File: src/include/ersw_pkg.sv
// package for the error report second-word builder
// assumes a single pclk domain and an apb register bus
package ersw_pkg;
  // register byte offsets
  localparam logic [11:0] ERSW_CTRL_OFF = 12'h000;
  localparam logic [11:0] ERSW_SRC_OFF = 12'h004;
  localparam logic [11:0] ERSW_EVT_OFF = 12'h008;
  localparam logic [11:0] ERSW_WORD_OFF = 12'h00c;
  localparam logic [11:0] ERSW_STAT_OFF = 12'h010;
  localparam logic [11:0] ERSW_MASK_OFF = 12'h014;
  // second word field positions
  localparam int ERSW_SRC_LSB = 0;
  localparam int ERSW_PORT_LSB = 8;
  localparam int ERSW_TYPE_LSB = 12;
  localparam int ERSW_UE_BIT = 16;
  localparam int ERSW_NOCOMM_BIT = 17;
  localparam int ERSW_DEGR_BIT = 18;
  localparam int ERSW_DEFER_BIT = 19;
  // control register fields
  localparam int ERSW_CTL_DEGR_BIT = 0;
  localparam int ERSW_CTL_THR_LSB = 8;
  // event register fields (write launches a report)
  localparam int ERSW_EVT_TYPE_LSB = 0;
  localparam int ERSW_EVT_AGENT_LSB = 4;
  localparam int ERSW_EVT_PORT_LSB = 12;
  localparam int ERSW_EVT_UE_BIT = 16;
  localparam int ERSW_EVT_UNSAFE_BIT = 17;
  localparam int ERSW_EVT_DEFER_BIT = 18;
  localparam int ERSW_EVT_LOST_BIT = 19;
  localparam int ERSW_EVT_CRIT_BIT = 20;
  // status and mask bits
  localparam int ERSW_ST_SENT_BIT = 0;
  localparam int ERSW_ST_BAD_BIT = 1;
  localparam int ERSW_ST_DROP_BIT = 2;
  // reset values
  localparam logic [31:0] ERSW_CTRL_RST = 32'h0000_0000;
  localparam logic [7:0] ERSW_DEVID_RST = 8'h00;
  localparam logic [7:0] ERSW_THR_RST = 8'h00;
  // component type codes
  localparam logic [3:0] ERSW_T_RA = 4'h0;
  localparam logic [3:0] ERSW_T_HA = 4'h1;
  localparam logic [3:0] ERSW_T_SA = 4'h2;
  localparam logic [3:0] ERSW_T_PORT = 4'h3;
  localparam logic [3:0] ERSW_T_LINK = 4'h4;
  // builder states
  typedef enum logic [1:0] {ERSW_IDLE, ERSW_SEND} ersw_state_t;
endpackage

File: src/include/ersw_evt_if.sv
// interface carrying one error event from the register file to the word builder
// assumes both ends run on pclk
`timescale 1ns/10ps
`default_nettype none
interface ersw_evt_if;
  logic valid; // one-cycle event strobe
  logic [3:0] comp_type; // reporting component type
  logic [5:0] agent; // agent identifier
  logic [3:0] port; // port index
  logic ue; // uncorrected
  logic unsafe; // communication broken
  logic defer; // detected, not consumed
  logic lost; // an uncorrected error was dropped
  logic degraded; // reduced reliability
  logic [7:0] dev_id; // device identifier
  logic [31:0] word; // built word
  logic bad_type; // reserved type requested
  modport src (output valid, comp_type, agent, port, ue, unsafe, defer, lost,
    degraded, dev_id, input word, bad_type);
  modport bld (input valid, comp_type, agent, port, ue, unsafe, defer, lost,
    degraded, dev_id, output word, bad_type);
endinterface
`default_nettype wire

File: src/ersw_build.sv
// combinational builder for the second word of an error report
// assumes inputs are stable while valid is high
`timescale 1ns/10ps
`default_nettype none
module ersw_build (
  // event in, word out
  ersw_evt_if.bld evt
);
  // agent-type reporters carry an agent identifier
  wire logic is_agent;
  wire logic is_port;
  wire logic type_ok;
  wire logic [7:0] src_id;
  wire logic [3:0] port_id;
  wire logic [3:0] type_code;
  wire logic nocomm;
  wire logic defer_v;
  assign is_agent = (evt.comp_type == ersw_pkg::ERSW_T_RA) ||
    (evt.comp_type == ersw_pkg::ERSW_T_HA) || (evt.comp_type == ersw_pkg::ERSW_T_SA);
  assign is_port = (evt.comp_type == ersw_pkg::ERSW_T_PORT) ||
    (evt.comp_type == ersw_pkg::ERSW_T_LINK);
  assign type_ok = is_agent || is_port;
  // reserved types fall back to port so no reserved code leaves
  assign type_code = type_ok ? evt.comp_type : ersw_pkg::ERSW_T_PORT;
  // agent id in 5:0 with 7:6 zero, else device id
  assign src_id = is_agent ? {2'b00, evt.agent} : evt.dev_id;
  // port index for port, link and reserved types, zero for agent types
  assign port_id = is_agent ? 4'h0 : evt.port;
  // dropped uncorrected errors mean broken communication only when this event is uncorrected too
  assign nocomm = evt.ue & (evt.unsafe | evt.lost);
  // deferred only meaningful when not uncorrected
  assign defer_v = evt.defer & ~evt.ue;
  assign evt.bad_type = ~type_ok;
  assign evt.word = {8'h00, 4'h0, defer_v, evt.degraded, nocomm, evt.ue,
    type_code, port_id, src_id};
endmodule
`default_nettype wire

File: src/ersw_top.sv
// apb-controlled builder of the error report second word
// assumes an apb master on pclk; the report word goes out with a one-cycle strobe
//
// Decided for this implementation: the APB interface to the registers and the register offsets.
`timescale 1ns/10ps
`default_nettype none
module ersw_top (
  // clock and reset
  input wire logic pclk,
  input wire logic presetn,
  // apb slave
  input wire logic psel,
  input wire logic penable,
  input wire logic pwrite,
  input wire logic [11:0] paddr,
  input wire logic [31:0] pwdata,
  output logic [31:0] prdata,
  output logic pready,
  output logic pslverr,
  // report word out
  output logic [31:0] report_word,
  output logic report_valid,
  // interrupt
  output logic irq
);
  ersw_evt_if evt (); // event path to the builder
  ersw_pkg::ersw_state_t state_q, state_d; // send sequencer
  logic [31:0] ctrl_q; // degraded force and ce threshold
  logic [7:0] dev_id_q; // device identifier
  logic [31:0] evt_q; // last event written
  logic evt_go_q; // event strobe into the builder
  logic [31:0] word_q; // last word built
  logic [2:0] stat_q; // sticky status
  logic [2:0] mask_q; // interrupt mask
  logic [7:0] ce_cnt_q; // corrected error count
  logic crit_q; // critical condition seen
  logic [31:0] prdata_q;
  logic pslverr_q;
  logic pready_q;
  logic [31:0] out_q;
  logic out_v_q;
  logic irq_q;
  // apb decode; access answered in the first access cycle
  wire logic acc;
  wire logic wr;
  wire logic rd;
  wire logic hit;
  wire logic [31:0] rd_mux;
  wire logic [2:0] ev_set;
  wire logic thr_hit;
  assign acc = psel & penable;
  assign wr = acc & pwrite;
  assign rd = acc & ~pwrite;
  assign hit = (paddr == ersw_pkg::ERSW_CTRL_OFF) || (paddr == ersw_pkg::ERSW_SRC_OFF) ||
    (paddr == ersw_pkg::ERSW_EVT_OFF) || (paddr == ersw_pkg::ERSW_WORD_OFF) ||
    (paddr == ersw_pkg::ERSW_STAT_OFF) || (paddr == ersw_pkg::ERSW_MASK_OFF);
  assign rd_mux = (paddr == ersw_pkg::ERSW_CTRL_OFF) ? ctrl_q :
    (paddr == ersw_pkg::ERSW_SRC_OFF) ? {24'h000000, dev_id_q} :
    (paddr == ersw_pkg::ERSW_EVT_OFF) ? evt_q :
    (paddr == ersw_pkg::ERSW_WORD_OFF) ? word_q :
    // an event in the setup cycle is shown now, since the read clear follows it
    (paddr == ersw_pkg::ERSW_STAT_OFF) ? {29'h0, stat_q | ev_set} :
    (paddr == ersw_pkg::ERSW_MASK_OFF) ? {29'h0, mask_q} : 32'h0000_0000;
  // threshold reached puts the device in degraded mode
  assign thr_hit = (ctrl_q[ersw_pkg::ERSW_CTL_THR_LSB +: 8] != 8'h00) &&
    (ce_cnt_q >= ctrl_q[ersw_pkg::ERSW_CTL_THR_LSB +: 8]);
  // event fields toward the builder
  assign evt.valid = evt_go_q;
  assign evt.comp_type = evt_q[ersw_pkg::ERSW_EVT_TYPE_LSB +: 4];
  assign evt.agent = evt_q[ersw_pkg::ERSW_EVT_AGENT_LSB +: 6];
  assign evt.port = evt_q[ersw_pkg::ERSW_EVT_PORT_LSB +: 4];
  assign evt.ue = evt_q[ersw_pkg::ERSW_EVT_UE_BIT];
  assign evt.unsafe = evt_q[ersw_pkg::ERSW_EVT_UNSAFE_BIT];
  assign evt.defer = evt_q[ersw_pkg::ERSW_EVT_DEFER_BIT];
  assign evt.lost = evt_q[ersw_pkg::ERSW_EVT_LOST_BIT];
  // degraded when forced, threshold met or critical seen
  assign evt.degraded = ctrl_q[ersw_pkg::ERSW_CTL_DEGR_BIT] | thr_hit | crit_q;
  assign evt.dev_id = dev_id_q;
  // events: word sent, reserved type asked, uncorrected error dropped
  assign ev_set = {evt_go_q & evt.lost & evt.ue, evt_go_q & evt.bad_type, evt_go_q};
  ersw_build u_build (
    .evt(evt)
  );
  // sequencer: event write, then one send cycle
  always_comb begin
    state_d = state_q;
    case (state_q)
      ersw_pkg::ERSW_IDLE: begin
        if (evt_go_q) begin
          state_d = ersw_pkg::ERSW_SEND;
        end
      end
      ersw_pkg::ERSW_SEND: begin
        state_d = ersw_pkg::ERSW_IDLE;
      end
      default: begin
        state_d = ersw_pkg::ERSW_IDLE;
      end
    endcase
  end
  // register writes and event launch
  always_ff @(posedge pclk or negedge presetn) begin
    if (!presetn) begin
      ctrl_q <= ersw_pkg::ERSW_CTRL_RST;
      dev_id_q <= ersw_pkg::ERSW_DEVID_RST;
      evt_q <= 32'h0000_0000;
      mask_q <= 3'h0;
      evt_go_q <= 1'b0;
    end else begin
      evt_go_q <= wr && (paddr == ersw_pkg::ERSW_EVT_OFF);
      if (wr && (paddr == ersw_pkg::ERSW_CTRL_OFF)) begin
        ctrl_q <= pwdata & 32'h0000_ff01;
      end
      if (wr && (paddr == ersw_pkg::ERSW_SRC_OFF)) begin
        dev_id_q <= pwdata[7:0];
      end
      if (wr && (paddr == ersw_pkg::ERSW_EVT_OFF)) begin
        evt_q <= pwdata & 32'h001f_ffff;
      end
      if (wr && (paddr == ersw_pkg::ERSW_MASK_OFF)) begin
        mask_q <= pwdata[2:0];
      end
    end
  end
  // word capture, counters and output strobe
  always_ff @(posedge pclk or negedge presetn) begin
    if (!presetn) begin
      state_q <= ersw_pkg::ERSW_IDLE;
      word_q <= 32'h0000_0000;
      out_q <= 32'h0000_0000;
      out_v_q <= 1'b0;
      ce_cnt_q <= 8'h00;
      crit_q <= 1'b0;
    end else begin
      state_q <= state_d;
      out_v_q <= (state_q == ersw_pkg::ERSW_IDLE) && evt_go_q;
      if (evt_go_q) begin
        word_q <= evt.word;
        out_q <= evt.word;
        // corrected errors feed the threshold; saturate to avoid wrap
        if (!evt.ue && (ce_cnt_q != 8'hff)) begin
          ce_cnt_q <= ce_cnt_q + 8'h01;
        end
        if (evt_q[ersw_pkg::ERSW_EVT_CRIT_BIT]) begin
          crit_q <= 1'b1;
        end
      end
    end
  end
  // sticky status: set wins over the read clear
  always_ff @(posedge pclk or negedge presetn) begin
    if (!presetn) begin
      stat_q <= 3'h0;
    end else if (rd && (paddr == ersw_pkg::ERSW_STAT_OFF)) begin
      stat_q <= ev_set;
    end else begin
      stat_q <= stat_q | ev_set;
    end
  end
  // apb answer and interrupt, all registered
  always_ff @(posedge pclk or negedge presetn) begin
    if (!presetn) begin
      prdata_q <= 32'h0000_0000;
      pslverr_q <= 1'b0;
      pready_q <= 1'b0;
      irq_q <= 1'b0;
    end else begin
      pready_q <= psel & ~penable;
      pslverr_q <= psel & ~penable & ~hit;
      prdata_q <= (psel & ~penable & ~pwrite) ? rd_mux : 32'h0000_0000;
      irq_q <= |((stat_q | ev_set) & mask_q);
    end
  end
  assign prdata = prdata_q;
  assign pready = pready_q;
  assign pslverr = pslverr_q;
  assign report_word = out_q;
  assign report_valid = out_v_q;
  assign irq = irq_q;
  // checks
  agent_src_a: assert property (@(posedge pclk) disable iff (!presetn)
    report_valid && (report_word[15:12] <= 4'h2) |-> report_word[7:6] == 2'b00)
    else $error("agent source upper bits not zero");
  type_legal_a: assert property (@(posedge pclk) disable iff (!presetn)
    report_valid |-> report_word[15:12] <= 4'h4)
    else $error("reserved component type sent");
  port_zero_a: assert property (@(posedge pclk) disable iff (!presetn)
    report_valid && (report_word[15:12] <= 4'h2) |-> report_word[11:8] == 4'h0)
    else $error("invalid port index not zero");
  devid_src_a: assert property (@(posedge pclk) disable iff (!presetn)
    report_valid && (report_word[15:12] >= 4'h3) |-> report_word[7:0] == dev_id_q)
    else $error("device identifier missing");
  lost_unsafe_a: assert property (@(posedge pclk) disable iff (!presetn)
    evt_go_q && evt.ue && evt.lost |=> report_valid && report_word[17])
    else $error("lost uncorrected error without unsafe flag");
  ue_copy_a: assert property (@(posedge pclk) disable iff (!presetn)
    evt_go_q |=> report_valid && (report_word[16] == $past(evt.ue)))
    else $error("uncorrected flag wrong");
  defer_ue_a: assert property (@(posedge pclk) disable iff (!presetn)
    report_valid |-> !(report_word[19] && report_word[16]) && report_word[23:20] == 4'h0)
    else $error("deferred with uncorrected or reserved bits set");
  nocomm_a: assert property (@(posedge pclk) disable iff (!presetn)
    evt_go_q && evt.ue && evt.unsafe |=> report_word[17])
    else $error("unsafe flag not set");
  apb_ready_a: assert property (@(posedge pclk) disable iff (!presetn)
    psel && !penable |=> pready)
    else $error("apb answer late");
  port_cov: cover property (@(posedge pclk) disable iff (!presetn)
    report_valid && report_word[15:12] == 4'h3);
  lost_cov: cover property (@(posedge pclk) disable iff (!presetn)
    report_valid && report_word[17]);
  irq_cov: cover property (@(posedge pclk) disable iff (!presetn) irq);
endmodule
`default_nettype wire

File: config.mk
export PLATFORM = sky130hd
export DESIGN_NAME = ersw_top
export DESIGN_NICKNAME = d
export VERILOG_FILES = /design/src/include/ersw_pkg.sv /design/src/include/ersw_evt_if.sv /design/src/ersw_build.sv /design/src/ersw_top.sv
export SDC_FILE = /design/constraint.sdc
export NUM_CORES = 1
export LEC_CHECK = 0
export BUFFER_PORTS_ARGS = -buffer_cell sky130_fd_sc_hd__clkbuf_2
export CAP_MARGIN = 5
export CORE_MARGIN = 5
export CORE_UTILIZATION = 45
export CTS_CLUSTER_DIAMETER = 80
export DETAILED_ROUTE_END_ITERATION = 8
export PLACE_DENSITY = 0.65
export RECOVER_POWER = 100
export SETUP_SLACK_MARGIN = 0.1
export SYNTH_ARGS = -nofsm -noshare
export SYNTH_HDL_FRONTEND = slang
export SYNTH_SLANG_ARGS = --single-unit
File: constraint.sdc
create_clock -name pclk -period 2.51 [get_ports pclk]
set_clock_uncertainty 0.05 [all_clocks]
set_input_delay 0.1255 -clock pclk [delete_from_list [all_inputs] [get_ports pclk]]
set_output_delay 0.1255 -clock pclk [all_outputs]
set_load 0.02 [all_outputs]
==> results.cfg, run 1 <==
[final_layout]
n_antenna_cell = 0
fill_cells = 951
finalNonFillerCells = 667
post_route_cells_drive_above_1_share_pct = 19.59
area_growth_pct = 17.54
nets = 584
utilization_pct = 53.85

[yosys]
synth_edf_count = 0
synthCells = 414
yosysWarningCount = 0
syn-cell-area_um2 = 4687
ys_ff_latch = 100
avgSynthCellArea_um2 = 11.32
ys_seq_area_share_pct = 53.39
netlist_top_cells_area = dfrtp_1 (53%), mux2_2 (10%), mux2i_1 (4.3%)
synth_top_area_share_pct = 53.39
synthArstFlopShare_pct = 100.0
yosys-top-cells-count = dfrtp_1 (100), mux2_2 (42), nand2_1 (32), nor2_1 (26), buf_4 (24)
synth_ff_type = dfrtp_1
yosysMostFrequentCell = dfrtp_1
ys_types = 53
yosysTopAreaCell = dfrtp_1

[setup_path]
end_kind = register
startpoint_type = input pin
cp_top_family = buffers and inverters
cp_slowest_cell = or4b_1
cp.required_ps = 2710
cp_slowest_stage_delay_ps = 590
cp_num_buf_inv = 3
crit_start = paddr[4]
worstSetupPathType = input pin to register
critPathArrivalTime_ps = 2500
reg2reg_from = evt_q[0]
path_cells = dlygate4sd3_1 -> clkbuf_1 -> or4b_1 -> nor4_1 -> buf_4 -> mux2_2
cp_max_fo = 13

[clocking]
clk_pin_slew_ps = 100
cts_made_buffers = 9
cts_max_level = 3
cts_tree = done
clock-root-buffer = clkbuf_8
clk_latency_ps = 360
cts.sinks = 100
cts_buffer_depth = 2
cts_setup_buffers = 0

[die]
die_w_um = 112.1
core_um2 = 10230
die_area_um2 = 12560
core.rowCount = 37
start_util_pct = 45.81
io-pin-count = 117
die_height_um = 112.1

[placement]
placedCellCount = 627
port_buffers = 82
place_ws_ps = 429.2
routabilityCongestion = 0.8220
dp_hpwl_mm = 7.776

[global_routing]
antenna_found_initial = 0
grt_max_degree = 66
grt_overflow = 0
grt_pass1_wl_mm = 18.01
grt_usage_pct = 17.63
grt_pass1_vias = 3569

[sta]
finalHoldViolations = 0
fin_crit_sh_pct = 91.69
max_freq_ghz = 0.4345
tns_ps = 0
rsz0062_at_grt = no
setup_ws_ps = 208.6
holdWs_ps = 23.40
period_minus_slack_ps = 2301
maxSlewHeadroom_pct = 28.06
tightest_slew_ps = 1079
setup_viol = 0
maxSlewViolCount = 0

[route]
vias = 3461
wire_per_inst_um = 16.10
drc = 0
drt_iter0_drc = 142
wirelength_mm = 10.74
ant_nets = 0
dr.pass1.iters = 4
vias_per_cell = 5.189

[power_and_ir_drop]
power.leakage_nw = 2.697
cellPowerDensity_nw_per_um2 = 500.5
ir_worst_vdd_mv = 0.2190

[worst_hold_path]
hold_start = pwdata[0]
min_path_type = input pin to register

[flow_run]
maxCapViolCount = 0

[outcome]
status = finished, final reports clean
[logic make-up after synthesis]
group / synth area share [%]
AO/OA/AOI/OAI: 9.156
flip-flops: 53.39
buffers and inverters: 7.101
AND/OR/NAND/NOR: 11.77
other: 0.08001
XOR/XNOR: 1.495
adder cells (fa/ha/maj): 2.403
multiplexers: 14.60
[timing repair]
| item | CTS | global route |
|---|---|---|
| hold endpoints to repair | 74 | 0 |
| hold buffers | 24 | 0 |
| gates resized for setup | 0 | 0 |
[layout by cell type (no fill, tap or decap), types with 2 or more instances in the layout]
master and count:
o21ai_0 19, dfrtp_1 100, mux2i_1 20, clkbuf_1 53
o21a_1 3, a22oi_1 5, nand3_1 7, mux2_2 42
clkinv_4 2, and3_1 2, nand4_1 6, and2_0 2
inv_6 2, dlygate4sd3_1 24, nor2b_1 7, clkbuf_8 9
nand2b_1 2, nor3_1 5, a31oi_1 2, o211ai_1 2
nor4_1 5, nand2_1 32, a21o_1 4, clkbuf_2 35
buf_4 6, nor2_1 26, ha_1 9, a211oi_1 3
conb_1 23, a21boi_0 2, nor3b_1 5, o2111ai_1 2
xor2_1 4, inv_1 18, xnor2_1 4, o22ai_1 7
a21oi_1 11
[worst paths after layout]
| kind | cells after the start | slack (ps) | endpoint |
|---|---|---|---|
| max | 6 | 210 | evt_q[10] |
| min in group asynchronous | 2 | 360 | pready |
| min reg2reg | 1 | 380 | report_valid |
| max in group asynchronous | 3 | 590 | ctrl_q[12] |
| max reg2reg | 4 | 360 | report_word[5] |
| min | 2 | 20 | evt_q[0] |
[where the power goes]
| group | switching (mW) | internal, mW | leakage [nW] |
|---|---|---|---|
| logic | 0.113 | 0.0626 | 1.25 |
| registers | 0.00170 | 1.61 | 1.36 |
| clock network | 0.591 | 0.377 | 0.0921 |
| total | 0.705 | 2.05 | 2.70 |
[metrics by stage]
stage	total power, mW	instance area [um^2]
4_1_cts	2.795	5625
2_1_floorplan	1.743	4770
6_report	2.757	5509
5_1_grt	2.878	5509
3_3_place_gp	1.799	5202
3_5_place_dp	1.800	5202
[routing by layer]
layer / up-vias / part of all wire (%) / global-route usage [%]
li1: 1634 / - / -
met2: 110 / 47 / 28.06
met5: - / 0 / 0
met3: 11 / 6.6 / 3.774
met1: 1706 / 45 / 24.41
met4: 0 / 1.1 / 5.369
[state kept, by name, indices dropped and copies added (netlist names)]
name          count
prdata           21
ce_cnt_q          8
stat_q            3
evt.valid         1
dev_id_q          8
state_q           1
crit_q            1
report_word      20
pready            1
ctrl_q            9
mask_q            3
irq               1
pslverr           1
evt_q            21
report_valid      1
[cell type report]
| class | instances | area, um^2 | share of cell area (%) |
|---|---|---|---|
| Clock buffer | 9 | 123.9 | 2.248 |
| Clock inverter | 7 | 58.81 | 1.067 |
| Inverter | 18 | 67.56 | 1.226 |
| Multi-Input combinational cell | 278 | 1919 | 34.84 |
| Sequential cell | 100 | 2502 | 45.42 |
| Tap cell | 136 | 170.2 | 3.089 |
| Timing Repair Buffer | 119 | 666.9 | 12.11 |
No activity file was read; power rests on OpenSTA's default activity.
==> run 2, diff against run 1 <==
--- a/config.mk
+++ b/config.mk
@@ -8,10 +8,10 @@
 export BUFFER_PORTS_ARGS = -buffer_cell sky130_fd_sc_hd__clkbuf_2
 export CAP_MARGIN = 5
 export CORE_MARGIN = 5
-export CORE_UTILIZATION = 45
+export CORE_UTILIZATION = 31
 export CTS_CLUSTER_DIAMETER = 80
 export DETAILED_ROUTE_END_ITERATION = 8
-export PLACE_DENSITY = 0.65
+export PLACE_DENSITY = 0.47
 export RECOVER_POWER = 100
 export SETUP_SLACK_MARGIN = 0.1
 export SYNTH_ARGS = -nofsm -noshare
==> run 2 against run 1 <==
Effect of this change: first-iteration DRC count grew 42%; global-route usage shrank 4.2 points; setup slack improved by 160 ps; cell count up 7.3%; cell area is 2.3% higher; register-to-register slack gained 50 ps; critical endpoint is now ctrl_q[13]; sequential share of layout area is 1.0 points lower.
==> results.cfg, run 2 (synthesis gave the netlist of run 1 again) <==
[outcome]
status = finished, final reports clean

[final_layout]
area_growth_pct = 20.29
multi_input_comb_area_um2 = 1919
layout_common_cells = dfrtp_1 (100), clkbuf_1 (52), mux2_2 (42)
n_antenna_cell = 0
seqCellArea_um2 = 2502
nets = 581
mostFrequentLayoutCell = dfrtp_1
fill_cells = 1529
post_route_cells_drive_above_1_share_pct = 20.45

[worst_hold_path]
min_path_cells = 2
hold_start = pwdata[2]
min_path_type = input pin to register
hold_path_end = dev_id_q[2]

[die]
die_w_um = 133.0
core.rowCount = 45
die_area_um2 = 17680
start_util_pct = 31.18
die_height_um = 133.0
core_um2 = 15030
io-pin-count = 117

[clocking]
cts_buffer_depth = 2
clk_pin_slew_ps = 70
cts.sinks = 100
clk_latency_ps = 340
clock-root-buffer = clkbuf_16
cts_tree = done
cts_max_level = 3
cts_made_buffers = 9

[sta]
finalHoldViolations = 0
tightest_slew_ps = 1430
maxSlewViolCount = 0
tns_ps = 0
period_minus_slack_ps = 2146
fin_crit_sh_pct = 85.49
setup_viol = 0
rsz0062_at_grt = no
setup_ws_ps = 364.3
max_freq_ghz = 0.4661
maxSlewHeadroom_pct = 4.654

[power_and_ir_drop]
pwr-share-comb_pct = 5.5
power_frac_seq_pct = 51.6
intPower_mw = 2.402
cellPowerDensity_nw_per_um2 = 555.4
power.leakage_nw = 2.734
ir_worst_vdd_mv = 0.3009
p_sw_share_pct = 23.30
switchingPower_mw = 0.7296
clkPwrFrac_pct = 42.9

[setup_path]
cp_slowest_cell = nor4_1
cpMostUsedCell = clkbuf_1
r2r-end = prdata[1]
rrSetupSlack_ps = 410
critPathArrivalTime_ps = 2290
cp.required_ps = 2660
cp_slowest_stage_delay_ps = 610
cp_top_family = simple AND/OR/NAND/NOR gates
startpoint_type = input pin
worstSetupPathType = input pin to register
rr_worst_depth = 4
path_cells = clkbuf_1 -> nor4_1 -> nand2b_1 -> nor3_1 -> clkbuf_1 -> o21ai_0
cp_num_buf_inv = 2
reg2reg_from = evt.valid
end_kind = register
cp_max_fo = 14

[route]
dr.pass1.iters = 4
drt_iter0_drc = 202
wire_per_inst_um = 16.14
vias = 3367
vias_per_cell = 4.703
ant_nets = 0
drc = 0
wirelength_mm = 11.55

[flow_run]
maxCapViolCount = 0

[global_routing]
grt_pass1_vias = 3535
antenna_found_initial = 0
grt_usage_pct = 13.44
grt_pass1_wl_mm = 19.06
grt_max_degree = 58
grt_overflow = 0

[placement]
place_ws_ps = 392.4
port_buffers = 82
dp_hpwl_mm = 8.520
routabilityCongestion = 0.7935
-- run 2: worst max-delay path by stage --
| stage | startpoint | to | depth (start not counted) |
|---|---|---|---|
| 2_1_floorplan | paddr[3] | evt_q[10] | 6 |
| 3_3_place_gp | paddr[11] | evt_q[9] | 6 |
| 3_5_place_dp | paddr[11] | evt_q[17] | 6 |
| 4_1_cts | penable | prdata[12] | 6 |
| 5_1_grt | paddr[11] | evt_q[13] | 6 |
| 6_report | paddr[4] | ctrl_q[13] | 6 |
-- run 2: stage by stage --
stage	utilization, %	power, mW	hold WS, ps	instance area (um^2)	instances
after floorplan	-	1.743	-220.1	4770	436
after global placement	35.14	1.804	196.5	5283	681
after detailed placement	35.14	1.805	201.8	5283	681
after CTS	38.32	3.176	5.202	5761	716
after global routing	37.50	3.271	9.604	5638	716
final	37.50	3.131	21.18	5638	716
-- run 2: power groups by stage --
stage / registers [mW] / clock network, mW / logic (mW)
5_1_grt: 1.61 / 1.46 / 0.196
2_1_floorplan: 1.65 / 0 / 0.0943
6_report: 1.62 / 1.34 / 0.174
3_3_place_gp: 1.65 / 0 / 0.158
4_1_cts: 1.61 / 1.38 / 0.182
3_5_place_dp: 1.65 / 0 / 0.159
-- run 2: per-layer routing --
layer	track usage, %	wire (um)
met5	0	0
met4	4.042	104
met3	2.966	525
met2	20.85	5316
met1	18.81	5607
-- run 2: layout make-up --
type | count | share of cell area (%)
clock buffers | 11 | 4.483
clock inverters | 5 | 0.6214
inverters | 18 | 1.198
multi-input cells | 278 | 34.04
flip-flops and latches | 100 | 44.39
well taps | 188 | 4.172
repair buffers | 116 | 11.10
-- run 2: timing repair --
action                    CTS  global route
hold buffers               19             0
hold endpoints to repair   83             0
setup buffers               0             0
gates resized for setup     0             0
